**config.mk**
```make
export PLATFORM = sky130hd
export DESIGN_NAME = limit_home_ctrl
export DESIGN_NICKNAME = d
export VERILOG_FILES = /design/src/verilog/limit_home_ctrl.v /design/src/verilog/step_gen.v
export VERILOG_INCLUDE_DIRS = /design/src /design/src/verilog
export SDC_FILE = /design/constraint.sdc
export NUM_CORES = 1
export LEC_CHECK = 0
export BUFFER_PORTS_ARGS = -buffer_cell sky130_fd_sc_hd__buf_2
export CELL_PAD_IN_SITES_DETAIL_PLACEMENT = 0
export CELL_PAD_IN_SITES_GLOBAL_PLACEMENT = 1
export CORE_ASPECT_RATIO = 1.5
export CORE_MARGIN = 2
export CORE_UTILIZATION = 40
export DETAILED_ROUTE_END_ITERATION = 12
export GPL_TIMING_DRIVEN = 0
export PLACE_DENSITY = 0.81
export SETUP_SLACK_MARGIN = 0.1
export SLEW_MARGIN = 20
export SYNTH_ARGS = -nofsm -noshare
export SYNTH_HDL_FRONTEND = slang
export SYNTH_SLANG_ARGS = --single-unit
```
**constraint.sdc**
```tcl
create_clock -name pclk -period 5 [get_ports pclk]
set_clock_uncertainty 0.15 [all_clocks]
set_input_delay 0.75 -clock pclk [delete_from_list [all_inputs] [get_ports pclk]]
set_output_delay 0.75 -clock pclk [all_outputs]
set_load 0.02 [all_outputs]
```
**src/verilog/limit_home_regs.vh**
```
`ifndef LIMIT_HOME_REGS_VH
`define LIMIT_HOME_REGS_VH

// Register byte offsets
`define OFS_CTRL          8'h00
`define OFS_CMD           8'h04
`define OFS_MOVE_TARGET   8'h08
`define OFS_LOW_LIMIT     8'h0c
`define OFS_HIGH_LIMIT    8'h10
`define OFS_WORK_PERIOD   8'h14
`define OFS_HOME1_PERIOD  8'h18
`define OFS_HOME2_PERIOD  8'h1c
`define OFS_STANDOFF      8'h20
`define OFS_POSITION      8'h24
`define OFS_STATUS        8'h28
`define OFS_IRQ_STATUS    8'h2c
`define OFS_IRQ_MASK      8'h30

// Control register fields
`define CTRL_BOUND_BY_SWITCH  0
`define CTRL_SW1_ACTIVE_HIGH  1
`define CTRL_SW2_ACTIVE_HIGH  2
`define CTRL_HALT_LOW         3
`define CTRL_HALT_HIGH        4
`define CTRL_SW_SWAP          5
`define CTRL_MISSET_EN        6
`define CTRL_ALARM_ON_MISSET  7
`define CTRL_HOME1_DIR        8
`define CTRL_HOME1_STOP_REV   9
`define CTRL_HOME2_EN         10
`define CTRL_HOME2_DIR        11
`define CTRL_HOME2_STOP_REV   12
`define CTRL_WIDTH            13
`define CTRL_RESET            13'h0019

// Command register fields (write-only strobes)
`define CMD_MOVE         0
`define CMD_STOP         1
`define CMD_HOME         2
`define CMD_ZERO         3
`define CMD_CLEAR_ALARM  4

// Interrupt status fields
`define IRQ_LOW_HALT   0
`define IRQ_HIGH_HALT  1
`define IRQ_MISSET     2
`define IRQ_HOME_DONE  3
`define IRQ_MOVE_DONE  4
`define IRQ_WIDTH      5

// Reset values
`define PERIOD_RESET     16'h03e8
`define LOW_LIMIT_RESET  32'hfffffc18
`define HIGH_LIMIT_RESET 32'h000003e8

`endif

```
**src/verilog/limit_home_ctrl.v**
```verilog
`timescale 1ns/1ps
`include "limit_home_regs.vh"
module limit_home_ctrl #(
    parameter PW = 16
) (
    input  wire        pclk,
    input  wire        presetn,
    input  wire        ce,
    input  wire        psel,
    input  wire        penable,
    input  wire        pwrite,
    input  wire [7:0]  paddr,
    input  wire [31:0] pwdata,
    output wire        pready,
    output reg  [31:0] prdata,
    output reg         pslverr,
    input  wire        limit_sw1,
    input  wire        limit_sw2,
    input  wire        rev_sensor,
    output wire        step_pulse,
    output reg         step_dir,
    output wire        motion_active,
    output wire        alarm,
    output wire        irq
);
    // Motion states
    localparam [2:0] ST_IDLE  = 3'd0;
    localparam [2:0] ST_MOVE  = 3'd1;
    localparam [2:0] ST_HOME1 = 3'd2;
    localparam [2:0] ST_HOME2 = 3'd3;
    localparam [2:0] ST_STAND = 3'd4;
    localparam [2:0] ST_ALARM = 3'd5;

    reg [`CTRL_WIDTH-1:0] ctrl_reg;
    reg [31:0]            target_reg;
    reg [31:0]            low_limit_reg;
    reg [31:0]            high_limit_reg;
    reg [PW-1:0]          work_period_reg;
    reg [PW-1:0]          home1_period_reg;
    reg [PW-1:0]          home2_period_reg;
    reg [31:0]            standoff_reg;
    reg [31:0]            position_reg;
    reg [2:0]             state_reg;
    reg [`IRQ_WIDTH-1:0]  irq_stat_reg;
    reg [`IRQ_WIDTH-1:0]  irq_mask_reg;
    reg                   acc_ok_reg;
    reg [2:0]             sw1_sync_reg;
    reg [2:0]             sw2_sync_reg;
    reg [2:0]             rev_sync_reg;
    reg                   low_act_d_reg;
    reg                   high_act_d_reg;

    // Signed compare used by both limit checks and the move target
    function at_or_below;
        input [31:0] a;
        input [31:0] b;
        begin
            at_or_below = ($signed(a) <= $signed(b));
        end
    endfunction

    // Register index decode, used by the read mux only; writes compare the full paddr
    function [3:0] reg_index;
        input [7:0] addr;
        begin
            reg_index = addr[5:2];
        end
    endfunction

    // Pins come from the stage, two flops before use; third flop for the rev_sensor edge
    always @(posedge pclk or negedge presetn) begin
        if (!presetn) begin
            sw1_sync_reg <= 3'h0;
            sw2_sync_reg <= 3'h0;
            rev_sync_reg <= 3'h0;
        end else if (ce) begin
            sw1_sync_reg <= {sw1_sync_reg[1:0], limit_sw1};
            sw2_sync_reg <= {sw2_sync_reg[1:0], limit_sw2};
            rev_sync_reg <= {rev_sync_reg[1:0], rev_sensor};
        end
    end

    // Polarity then end assignment
    wire sw1_act  = ~(sw1_sync_reg[1] ^ ctrl_reg[`CTRL_SW1_ACTIVE_HIGH]) ? 1'b1 : 1'b0;
    wire sw2_act  = ~(sw2_sync_reg[1] ^ ctrl_reg[`CTRL_SW2_ACTIVE_HIGH]) ? 1'b1 : 1'b0;
    wire swap     = ctrl_reg[`CTRL_SW_SWAP];
    wire low_act  = swap ? sw2_act : sw1_act;
    wire high_act = swap ? sw1_act : sw2_act;
    wire low_rise = low_act & ~low_act_d_reg;
    wire high_rise = high_act & ~high_act_d_reg;
    wire rev_rise = rev_sync_reg[1] & ~rev_sync_reg[2];

    wire by_switch = ctrl_reg[`CTRL_BOUND_BY_SWITCH];
    wire moving    = (state_reg == ST_MOVE) || (state_reg == ST_HOME1) ||
                     (state_reg == ST_HOME2) || (state_reg == ST_STAND);
    wire homing    = (state_reg == ST_HOME1) || (state_reg == ST_HOME2);

    // Direction for each motion state: 1 means right
    wire home_dir  = (state_reg == ST_HOME1) ? ctrl_reg[`CTRL_HOME1_DIR] : ctrl_reg[`CTRL_HOME2_DIR];
    wire stop_rev  = (state_reg == ST_HOME1) ? ctrl_reg[`CTRL_HOME1_STOP_REV] : ctrl_reg[`CTRL_HOME2_STOP_REV];
    wire tgt_dir   = ~at_or_below(target_reg, position_reg);
    wire run_dir   = homing ? home_dir : tgt_dir;
    wire at_target = (target_reg == position_reg);

    // Border halts; in homing the stop condition takes precedence over them
    wire halt_low  = by_switch && ctrl_reg[`CTRL_HALT_LOW] && !run_dir && low_act;
    wire halt_high = by_switch && ctrl_reg[`CTRL_HALT_HIGH] && run_dir && high_act;
    wire pos_low   = !by_switch && !homing && !run_dir &&
                     at_or_below(position_reg, low_limit_reg);
    wire pos_high  = !by_switch && !homing && run_dir &&
                     at_or_below(high_limit_reg, position_reg);

    // Only a fresh activation counts, so standoff off a held switch is safe
    wire misset    = ctrl_reg[`CTRL_MISSET_EN] && by_switch && moving &&
                     ((run_dir && low_rise) || (!run_dir && high_rise));
    wire home_stop = homing && (stop_rev ? rev_rise : (run_dir ? high_act : low_act));
    wire border    = moving && !home_stop && (halt_low || halt_high || pos_low || pos_high);

    // APB access decode
    wire       setup  = psel && !penable;
    wire       access = psel && penable && pready;
    wire       wr     = access && pwrite;
    wire [3:0] idx    = reg_index(paddr);
    wire       cmd_wr = wr && (paddr == `OFS_CMD);
    wire       cmd_move = cmd_wr && pwdata[`CMD_MOVE];
    wire       cmd_stop = cmd_wr && pwdata[`CMD_STOP];
    wire       cmd_home = cmd_wr && pwdata[`CMD_HOME];
    wire       cmd_zero = cmd_wr && pwdata[`CMD_ZERO];
    wire       cmd_clr  = cmd_wr && pwdata[`CMD_CLEAR_ALARM];

    // Step timing per phase; no step until step_dir has turned, so the stage never sees a stale direction
    wire [PW-1:0] cur_period = (state_reg == ST_HOME1) ? home1_period_reg :
                               (state_reg == ST_HOME2) ? home2_period_reg : work_period_reg;
    wire step_run = moving && !border && !misset && !home_stop && !cmd_stop && (step_dir == run_dir) &&
                    !((state_reg == ST_MOVE || state_reg == ST_STAND) && at_target);

    step_gen #(
        .PW     (PW)
    ) u_step_gen (
        .pclk    (pclk),
        .presetn (presetn),
        .ce      (ce),
        .run     (step_run),
        .period  (cur_period),
        .step    (step_pulse)
    );

    assign pready        = acc_ok_reg & ce;
    assign motion_active = moving;
    assign alarm         = (state_reg == ST_ALARM);
    assign irq           = |(irq_stat_reg & irq_mask_reg);

    // Events raised this cycle
    wire [`IRQ_WIDTH-1:0] events;
    assign events[`IRQ_LOW_HALT]  = border && (halt_low || pos_low);
    assign events[`IRQ_HIGH_HALT] = border && (halt_high || pos_high);
    assign events[`IRQ_MISSET]    = misset;
    assign events[`IRQ_HOME_DONE] = (state_reg == ST_STAND) && at_target;
    assign events[`IRQ_MOVE_DONE] = (state_reg == ST_MOVE) && at_target;

    // Motion state machine and position counter
    always @(posedge pclk or negedge presetn) begin
        if (!presetn) begin
            state_reg      <= ST_IDLE;
            position_reg   <= 32'h0;
            step_dir       <= 1'b0;
            low_act_d_reg  <= 1'b0;
            high_act_d_reg <= 1'b0;
        end else if (ce) begin
            low_act_d_reg  <= low_act;
            high_act_d_reg <= high_act;
            step_dir       <= run_dir;
            if (step_pulse) begin
                position_reg <= run_dir ? position_reg + 32'h1 : position_reg - 32'h1;
            end
            case (state_reg)
                ST_IDLE: begin
                    if (cmd_zero) begin
                        position_reg <= 32'h0;
                    end else if (cmd_home) begin
                        state_reg <= ST_HOME1;
                    end else if (cmd_move) begin
                        state_reg <= ST_MOVE;
                    end
                end
                ST_MOVE: begin
                    if (misset && ctrl_reg[`CTRL_ALARM_ON_MISSET]) begin
                        state_reg <= ST_ALARM;
                    end else if (misset || border || cmd_stop || at_target) begin
                        state_reg <= ST_IDLE;
                    end
                end
                ST_HOME1, ST_HOME2: begin
                    if (misset && ctrl_reg[`CTRL_ALARM_ON_MISSET]) begin
                        state_reg <= ST_ALARM;
                    end else if (misset || cmd_stop) begin
                        state_reg <= ST_IDLE;
                    end else if (home_stop) begin
                        if (state_reg == ST_HOME1 && ctrl_reg[`CTRL_HOME2_EN]) begin
                            state_reg <= ST_HOME2;
                        end else begin
                            state_reg <= ST_STAND;
                        end
                    end else if (border) begin
                        state_reg <= ST_IDLE;
                    end
                end
                ST_STAND: begin
                    if (misset && ctrl_reg[`CTRL_ALARM_ON_MISSET]) begin
                        state_reg <= ST_ALARM;
                    end else if (misset || border || cmd_stop || at_target) begin
                        state_reg <= ST_IDLE;
                    end
                end
                ST_ALARM: begin
                    // Alarm holds off all motion until software clears it
                    if (cmd_clr) begin
                        state_reg <= ST_IDLE;
                    end
                end
                default: begin
                    state_reg <= ST_IDLE;
                end
            endcase
        end
    end

    // Register file writes; target also loaded by homing for the standoff
    always @(posedge pclk or negedge presetn) begin
        if (!presetn) begin
            ctrl_reg         <= `CTRL_RESET;
            target_reg       <= 32'h0;
            low_limit_reg    <= `LOW_LIMIT_RESET;
            high_limit_reg   <= `HIGH_LIMIT_RESET;
            work_period_reg  <= `PERIOD_RESET;
            home1_period_reg <= `PERIOD_RESET;
            home2_period_reg <= `PERIOD_RESET;
            standoff_reg     <= 32'h0;
            irq_mask_reg     <= {`IRQ_WIDTH{1'b0}};
            irq_stat_reg     <= {`IRQ_WIDTH{1'b0}};
        end else if (ce) begin
            if (wr && paddr == `OFS_CTRL)         ctrl_reg <= pwdata[`CTRL_WIDTH-1:0];
            if (wr && paddr == `OFS_MOVE_TARGET)  target_reg <= pwdata;
            if (wr && paddr == `OFS_LOW_LIMIT)    low_limit_reg <= pwdata;
            if (wr && paddr == `OFS_HIGH_LIMIT)   high_limit_reg <= pwdata;
            if (wr && paddr == `OFS_WORK_PERIOD)  work_period_reg <= pwdata[PW-1:0];
            if (wr && paddr == `OFS_HOME1_PERIOD) home1_period_reg <= pwdata[PW-1:0];
            if (wr && paddr == `OFS_HOME2_PERIOD) home2_period_reg <= pwdata[PW-1:0];
            if (wr && paddr == `OFS_STANDOFF)     standoff_reg <= pwdata;
            if (wr && paddr == `OFS_IRQ_MASK)     irq_mask_reg <= pwdata[`IRQ_WIDTH-1:0];
            // Standoff target taken from the stop point; signed add covers both ways
            if (homing && home_stop && !misset && !cmd_stop &&
                !(state_reg == ST_HOME1 && ctrl_reg[`CTRL_HOME2_EN])) begin
                target_reg <= position_reg + standoff_reg;
            end
            // New events win over a write-one clear in the same cycle
            if (wr && paddr == `OFS_IRQ_STATUS) begin
                irq_stat_reg <= (irq_stat_reg & ~pwdata[`IRQ_WIDTH-1:0]) | events;
            end else begin
                irq_stat_reg <= irq_stat_reg | events;
            end
        end
    end

    // Read data captured in setup so the data output is a flop
    always @(posedge pclk or negedge presetn) begin
        if (!presetn) begin
            prdata     <= 32'h0;
            pslverr    <= 1'b0;
            acc_ok_reg <= 1'b0;
        end else if (ce) begin
            if (setup) begin
                acc_ok_reg <= 1'b1;
                pslverr    <= (paddr[1:0] != 2'b00) || (paddr > `OFS_IRQ_MASK);
                case (idx)
                    4'h0: prdata <= {{(32-`CTRL_WIDTH){1'b0}}, ctrl_reg};
                    4'h2: prdata <= target_reg;
                    4'h3: prdata <= low_limit_reg;
                    4'h4: prdata <= high_limit_reg;
                    4'h5: prdata <= {{(32-PW){1'b0}}, work_period_reg};
                    4'h6: prdata <= {{(32-PW){1'b0}}, home1_period_reg};
                    4'h7: prdata <= {{(32-PW){1'b0}}, home2_period_reg};
                    4'h8: prdata <= standoff_reg;
                    4'h9: prdata <= position_reg;
                    4'ha: prdata <= {24'h0, high_act, low_act, rev_sync_reg[1], step_dir, moving, state_reg};
                    4'hb: prdata <= {{(32-`IRQ_WIDTH){1'b0}}, irq_stat_reg};
                    4'hc: prdata <= {{(32-`IRQ_WIDTH){1'b0}}, irq_mask_reg};
                    default: prdata <= 32'h0;
                endcase
            end else if (access) begin
                acc_ok_reg <= 1'b0;
            end
        end
    end
endmodule // limit_home_ctrl

```
**src/verilog/step_gen.v**
```verilog
`timescale 1ns/1ps
module step_gen #(
    parameter PW = 16
) (
    input  wire          pclk,
    input  wire          presetn,
    input  wire          ce,
    input  wire          run,
    input  wire [PW-1:0] period,
    output wire          step
);
    reg [PW-1:0] cnt_reg;

    // One step each period cycles; zero period treated as one
    assign step = run && (cnt_reg + 1'b1 >= period);

    // Restart on every halt so a new motion begins with a full period
    always @(posedge pclk or negedge presetn) begin
        if (!presetn) begin
            cnt_reg <= {PW{1'b0}};
        end else if (ce) begin
            if (!run || step) begin
                cnt_reg <= {PW{1'b0}};
            end else begin
                cnt_reg <= cnt_reg + 1'b1;
            end
        end
    end
endmodule // step_gen

```
# Word level (Yosys, flattened, before mapping)
# Cells that the tools add are included.
word_totals:
  register_bits: 294
  inputBits: 49
  output_inout_bits: 39
  word_cells: 219
op_classes:
  add_sub_neg: 4
  magnitude_cmp: 5
  eq_ne: 33
  mux: 34
  bitwise: 15
  reduce_logical: 106
ops:
  columns: ["operator", "count"]
  rows:
  - ["$pmux W32 S12", 1]
  - ["$mux W32", 6]
  - ["$le A32 B32 Y1", 3]
  - ["$logic_and A1 B1 Y1", 57]
  - ["$mux W16", 3]
  - ["$mux W3", 11]
  - ["$add A32 B1 Y32 const B", 1]
  - ["$add A32 B32 Y32", 1]
  - ["$eq A32 B32 Y1", 1]
  - ["$eq A8 B5 Y1 const B", 4]
  - ["$sub A32 B1 Y32 const B", 1]
  - ["$eq A8 B6 Y1 const B", 3]
  - ["$reduce_and A2 Y1", 11]
  - ["$eq A4 B4 Y1 const B", 5]
  - ["$logic_or A1 B1 Y1", 17]
  - ["$add A16 B1 Y16 const B", 1]
  - ["$eq A4 B3 Y1 const B", 4]
  - ["$eq A8 B4 Y1 const B", 2]
  - ["$ge A16 B16 Y1", 1]
  - ["$pmux W3 S4", 1]
  - ["$logic_not A1 Y1", 11]
  - ["$mux W1", 11]
  - ["$and A5 B5 Y5", 2]
  - ["$or A5 B5 Y5", 2]
  - ["24 further kinds", 37]

# Logic depth before layout (Yosys ltp)
depth:
  word_depth: 21
  ltp_mapped: 24

# Hierarchy
# Synthesis repeated with hierarchy kept, for this count alone.
hier_totals:
  hier_cells: 2071
  area_unflattened_um2: 19676.4
by_module_without_submodules:
  columns: ["module", "n_inst", "cells_each", "area_each_um2", "seq_area_each_um2"]
  rows:
  - ["limit_home_ctrl", 1, 1913, 18297.5, 7020.5]
  - ["step_gen", 1, 158, 1378.8, 400.4]

# Worst setup path after synthesis
# OpenSTA, ideal clock, no wires.
synth_timing:
  kind: "register to register"
  start: "register position_reg[25]"
  end: "register position_reg[30]"
  t_arrival_ns: 4.915
  required_time_ns: 4.729
  slack_ns: -0.186
  stages_incl_launch_ff: 24
  n_path_buf: 3
  synth_period_minus_slack_ns: 5.186
  cell_sequence: "dfrtp_1 -> clkbuf_1 -> inv_1 -> ha_1 -> nand4_1 -> or2_1 -> nor3_2 -> nand3_1 -> a41oi_2 -> nand3_2 -> inv_2 -> buf_2 -> buf_1 -> xnor2_1 -> ha_1 -> nor4_1 -> o2111ai_1 -> or2_2 -> mux2i_1 -> o21ai_0 -> a2111o_1 -> o31ai_1 -> a211o_1 -> nand2_1"
synth_between:
  elab_chain_len: 21
synth_rtl:
  columns: ["element", "line_no", "rtl"]
  rows:
  - ["from (decl)", "limit_home_ctrl.v:42", "reg [31:0] position_reg;"]
  - ["from (signal assigned)", "limit_home_ctrl.v:174", "position_reg <= run_dir ? position_reg + 32'h1 : position_reg - 32'h1;"]
  - ["$le A32 B32 Y1", "limit_home_ctrl.v:58", "at_or_below = ($signed(a) <= $signed(b));"]
  - ["$not A1 Y1", "limit_home_ctrl.v:101", "wire tgt_dir = ~at_or_below(target_reg, position_reg);"]
  - ["$mux W1", "limit_home_ctrl.v:102", "wire run_dir = homing ? home_dir : tgt_dir;"]
  - ["$logic_not A1 Y1", "limit_home_ctrl.v:106, limit_home_ctrl.v:108, limit_home_ctrl.v:115", null]
  - ["$logic_and A1 B1 Y1 (2 in a row)", "limit_home_ctrl.v:106", "wire halt_low = by_switch && ctrl_reg[`CTRL_HALT_LOW] && !run_dir && low_act;"]
  - ["$logic_or A1 B1 Y1 (3 in a row)", "limit_home_ctrl.v:117", "wire border = moving && !home_stop && (halt_low || halt_high || pos_low || pos_high);"]
  - ["$logic_and A1 B1 Y1", "limit_home_ctrl.v:117", null]
  - ["$logic_not A1 Y1", "limit_home_ctrl.v:134", "wire step_run = moving && !border && !misset && !home_stop && !cmd_stop && (step_dir == run_dir) &&"]
  - ["$logic_and A1 B1 Y1 (6 in a row)", "limit_home_ctrl.v:134", null]
  - ["$logic_and A1 B1 Y1", "step_gen.v:15", "assign step = run && (cnt_reg + 1'b1 >= period);"]
  - ["$mux W32 (*)", "limit_home_ctrl.v:173", "if (step_pulse) begin"]
  - ["$mux W32", "limit_home_ctrl.v:178", "if (cmd_zero) begin"]
  - ["$mux W32 (*)", "limit_home_ctrl.v:176", "case (state_reg)"]
# Mark *: on every way between the ends. The rest lies on a longest branch, timed or not.
# A chain may end at the register's enable or synchronous reset.

# Final worst setup path
layout_timing:
  start: "register position_reg[15]"
  end: "output port step_pulse"
layout_between:
  elab_chain_len: 18
layout_rtl:
  columns: ["element", "line_no", "rtl"]
  rows:
  - ["$le A32 B32 Y1", "limit_home_ctrl.v:58", null]
  - ["$not A1 Y1", "limit_home_ctrl.v:101", null]
  - ["$mux W1", "limit_home_ctrl.v:102", null]
  - ["$logic_not A1 Y1", "limit_home_ctrl.v:106, limit_home_ctrl.v:108, limit_home_ctrl.v:115", null]
  - ["$logic_and A1 B1 Y1 (2 in a row)", "limit_home_ctrl.v:106", null]
  - ["$logic_or A1 B1 Y1 (3 in a row)", "limit_home_ctrl.v:117", null]
  - ["$logic_and A1 B1 Y1", "limit_home_ctrl.v:117", null]
  - ["$logic_not A1 Y1", "limit_home_ctrl.v:134", null]
  - ["$logic_and A1 B1 Y1 (5 in a row)", "limit_home_ctrl.v:134", null]
  - ["$logic_and A1 B1 Y1 (*)", "limit_home_ctrl.v:134", null]
  - ["$logic_and A1 B1 Y1 (*)", "step_gen.v:15", null]
  - ["to (decl)", "limit_home_ctrl.v:20", "output wire step_pulse,"]
# Marks and branches as above.

==> results.md <==
* Grt total ovfl at 0
* Final worst-path cycle share at 99.7%
* R2R Path End: position_reg[24]
* R2r startpoint: position_reg[25]
* Fin worst setup slack at 0.0152 ns
* Sequential power share at 26.0%
* CTS Buf Count at 31
* Worst-case reg-to-reg path depth at 24
* Synth area leader: dfrtp_1
* Worst R2R Setup Slack at 0.12 ns
* Yosys cell types at 84
* CTS tree: yes
* Placed cell count at 2,702
* Internal power at 6.14 mW
* Die Span Y at 273 µm
* Gate Count Post-Synth at 2,013
* CTS clk-pin slew, worst paths at 0.07 ns
* Pwr dens at 461 nW/µm²
* Drt first pass iters at 6
* Final hold violations at 0
* Post-Layout Cell Count at 2,832
* Initial DRC count at 1,417
* Yosys reg bits at 294
* CTS root buf: clkbuf_16
* H-tree depth at 1
* Syn_area_per_cell at 9.60 µm²
* Leakage at 10.7 nW
* Critical Path Fanout Max at 8
* Top Ports at 88
* Main area contributors after synthesis: dfrtp_1, mux2_2, ha_1
* Die Wd at 183 µm
* Pin count of the biggest net entering global routing at 100
* Core box area at 47,700 µm²
* Vias post-DR at 17,700
* Switching Share at 42.1%
* # rows at 98
* Max Cap Viol at 0
* Fillers at 4,431
* DRC viols at 0
* Net switching power figure at 4.47 mW
* Most frequent cells after synthesis: dfrtp_1, mux2_2, nand2_1
* Vias per cell at 6.25
* CP endpoint: step_pulse
* Synthesized cell area at 19,300 µm²
* Clock Latency Late Sink at 0.60 ns
* Critical path launch point: position_reg[15]
* Clock sink total at 294
* Multi-input logic area at 11,600 µm²
* Wirelength per Cell at 27.0 µm
* RSZ-0062 raised after global routing: true
* Dpl ws at -1.92 ns
* Final net count at 2,406
* Relative slew slack at 16.1%
* CP required at 4.10 ns
* Comb pwr share at 50.2%
* Fmax at 0.201 GHz
* Die Area at 50,100 µm²
* Seq/Total Area, Yosys at 38.4%
* Synth-to-layout area growth at 19.2%
* Port Buffers at 86
* Minimum clock period at 4.98 ns
* Crit path DAT at 4.08 ns
* Overall Global Routing Usage at 30.1%
* WS Path Type: reg -> out
* Outcome: complete, no violations
* Worst setup EP type: output pin
* Starting density of the core at 40.5%
* Async set-reset flop share out of synthesis at 100%
* Routability cong. at 0.976
* Startpoint type of the worst setup path: register
* YS warnings at 0
* Final wirelength at 76,400 µm
* Sequential cell area at 7450 µm²
* Number of global-route vias before repair at 18,100
* Antenna violations before repair at 0
* Antenna cells at 0
* Post-route antenna net violation count at 0
* Area fraction of the dominant cell type after synthesis at 31.5%
* Clk network pwr share at 23.8%
* Synth Net Count at 2,211
* Prevailing post-synth register cell: dfrtp_1
* First-pass GRT wire length at 112,000 µm
* HP Class: in -> reg
* EDFF count, synth at 0
* Layout cells sized above 1 at 26.8%
* Hpwl dp at 58,100 µm
* Max Buffers Root-to-Sink at 3
* Worst-Margin Slew at 1.25 ns
* Count of pins over their slew limit at 0
* Endpoints failing setup at 0
* Peak VDD IR at 0.000255 V
* Cell with the most instances after synthesis: dfrtp_1
## per-stage QoR
step	total power, mW	setup TNS, ns	util, %	cell area (µm²)	hold WS, ns
finish	10.6	0	48.3	23000	0.250
detailed placement	6.91	-52.80	43.2	20600	0.315
global placement	6.87	-726.99	43.0	20500	0.302
global route	11.1	-0.0901	48.3	23000	0.256
CTS	10.2	0	47.5	22700	0.232
floorplan	5.45	0	-	19300	0.304
## worst max-delay path, stage by stage (launching register included)
cell	delay [ns]
dfrtp_1	0.39
clkbuf_8	0.19
clkinvlp_4	0.10
ha_1	0.31
nand4_1	0.12
buf_4	0.19
buf_4	0.15
nor3_1	0.18
nand2_1	0.08
nor4_1	0.95
nand2_1	0.11
and4b_2	0.33
nand2_4	0.10
clkinv_4	0.06
buf_8	0.11
buf_6	0.12
## final cells by class
cell class              instances  share of cell area [%]
plain buffers                 110                    2.93
clock buffers                  45                    3.81
flip-flops and latches        294                    32.3
inverters                     105                    1.86
clock inverters                12                   0.858
multi-input cells            1502                    50.1
repair buffers                164                    4.81
well taps                     600                    3.26
## worst min path at each step
stage          startpoint         endpoint  cells after the start
2_1_floorplan     presetn       acc_ok_reg                      0
3_3_place_gp    prdata[3]        prdata[3]                      2
4_1_cts         limit_sw1  sw1_sync_reg[0]                      2
6_report        limit_sw1  sw1_sync_reg[0]                      2
5_1_grt        rev_sensor  rev_sync_reg[0]                      2
3_5_place_dp    prdata[1]        prdata[1]                      2
## cells by family after synthesis
logic type / Yosys count / synth area share (%)
AO/OA/AOI/OAI: 547 / 19.2
XOR/XNOR: 52 / 2.36
buffers and inverters: 217 / 4.45
adder cells (fa/ha/maj): 149 / 9.69
AND/OR/NAND/NOR: 538 / 13.5
flip-flops: 294 / 38.4
multiplexers: 216 / 12.3
## layer usage
metal	global-route usage, %	share of wire [%]	routed length [µm]
met5	0	0	0
met4	26.7	11	8150
met3	3.31	5.2	3980
met2	53.3	50	37900
met1	31.4	35	26400
## placed cells by master (no fill, tap or decap), types with 53 or more instances in the layout
cell type,count
nand2_1,163
buf_2,101
nor2_1,117
clkbuf_1,61
a21o_1,53
o21ai_0,76
buf_4,75
a21oi_1,106
inv_1,89
a22oi_1,60
ha_1,138
mux2_2,176
dfrtp_1,222
nand4_1,55
## power groups by stage
stage | Sequential [mW] | Clock, mW | Combinational, mW
floorplan | 2.73 | 0 | 2.72
global placement | 2.82 | 0 | 4.04
detailed placement | 2.82 | 0 | 4.09
CTS | 2.76 | 2.55 | 4.93
global route | 2.78 | 2.64 | 5.66
finish | 2.76 | 2.52 | 5.33
## repair_timing
item | 4_1_cts | 5_1_grt
pin swaps | 37 | 16
hold buffers | 1 | 0
endpoints found under the setup margin | 82 | 12
resized for setup | 158 | 45
setup buffers | 53 | 21
endpoints found under the hold margin | 23 | 0
Note: power is estimated with default switching activity, not from simulation.
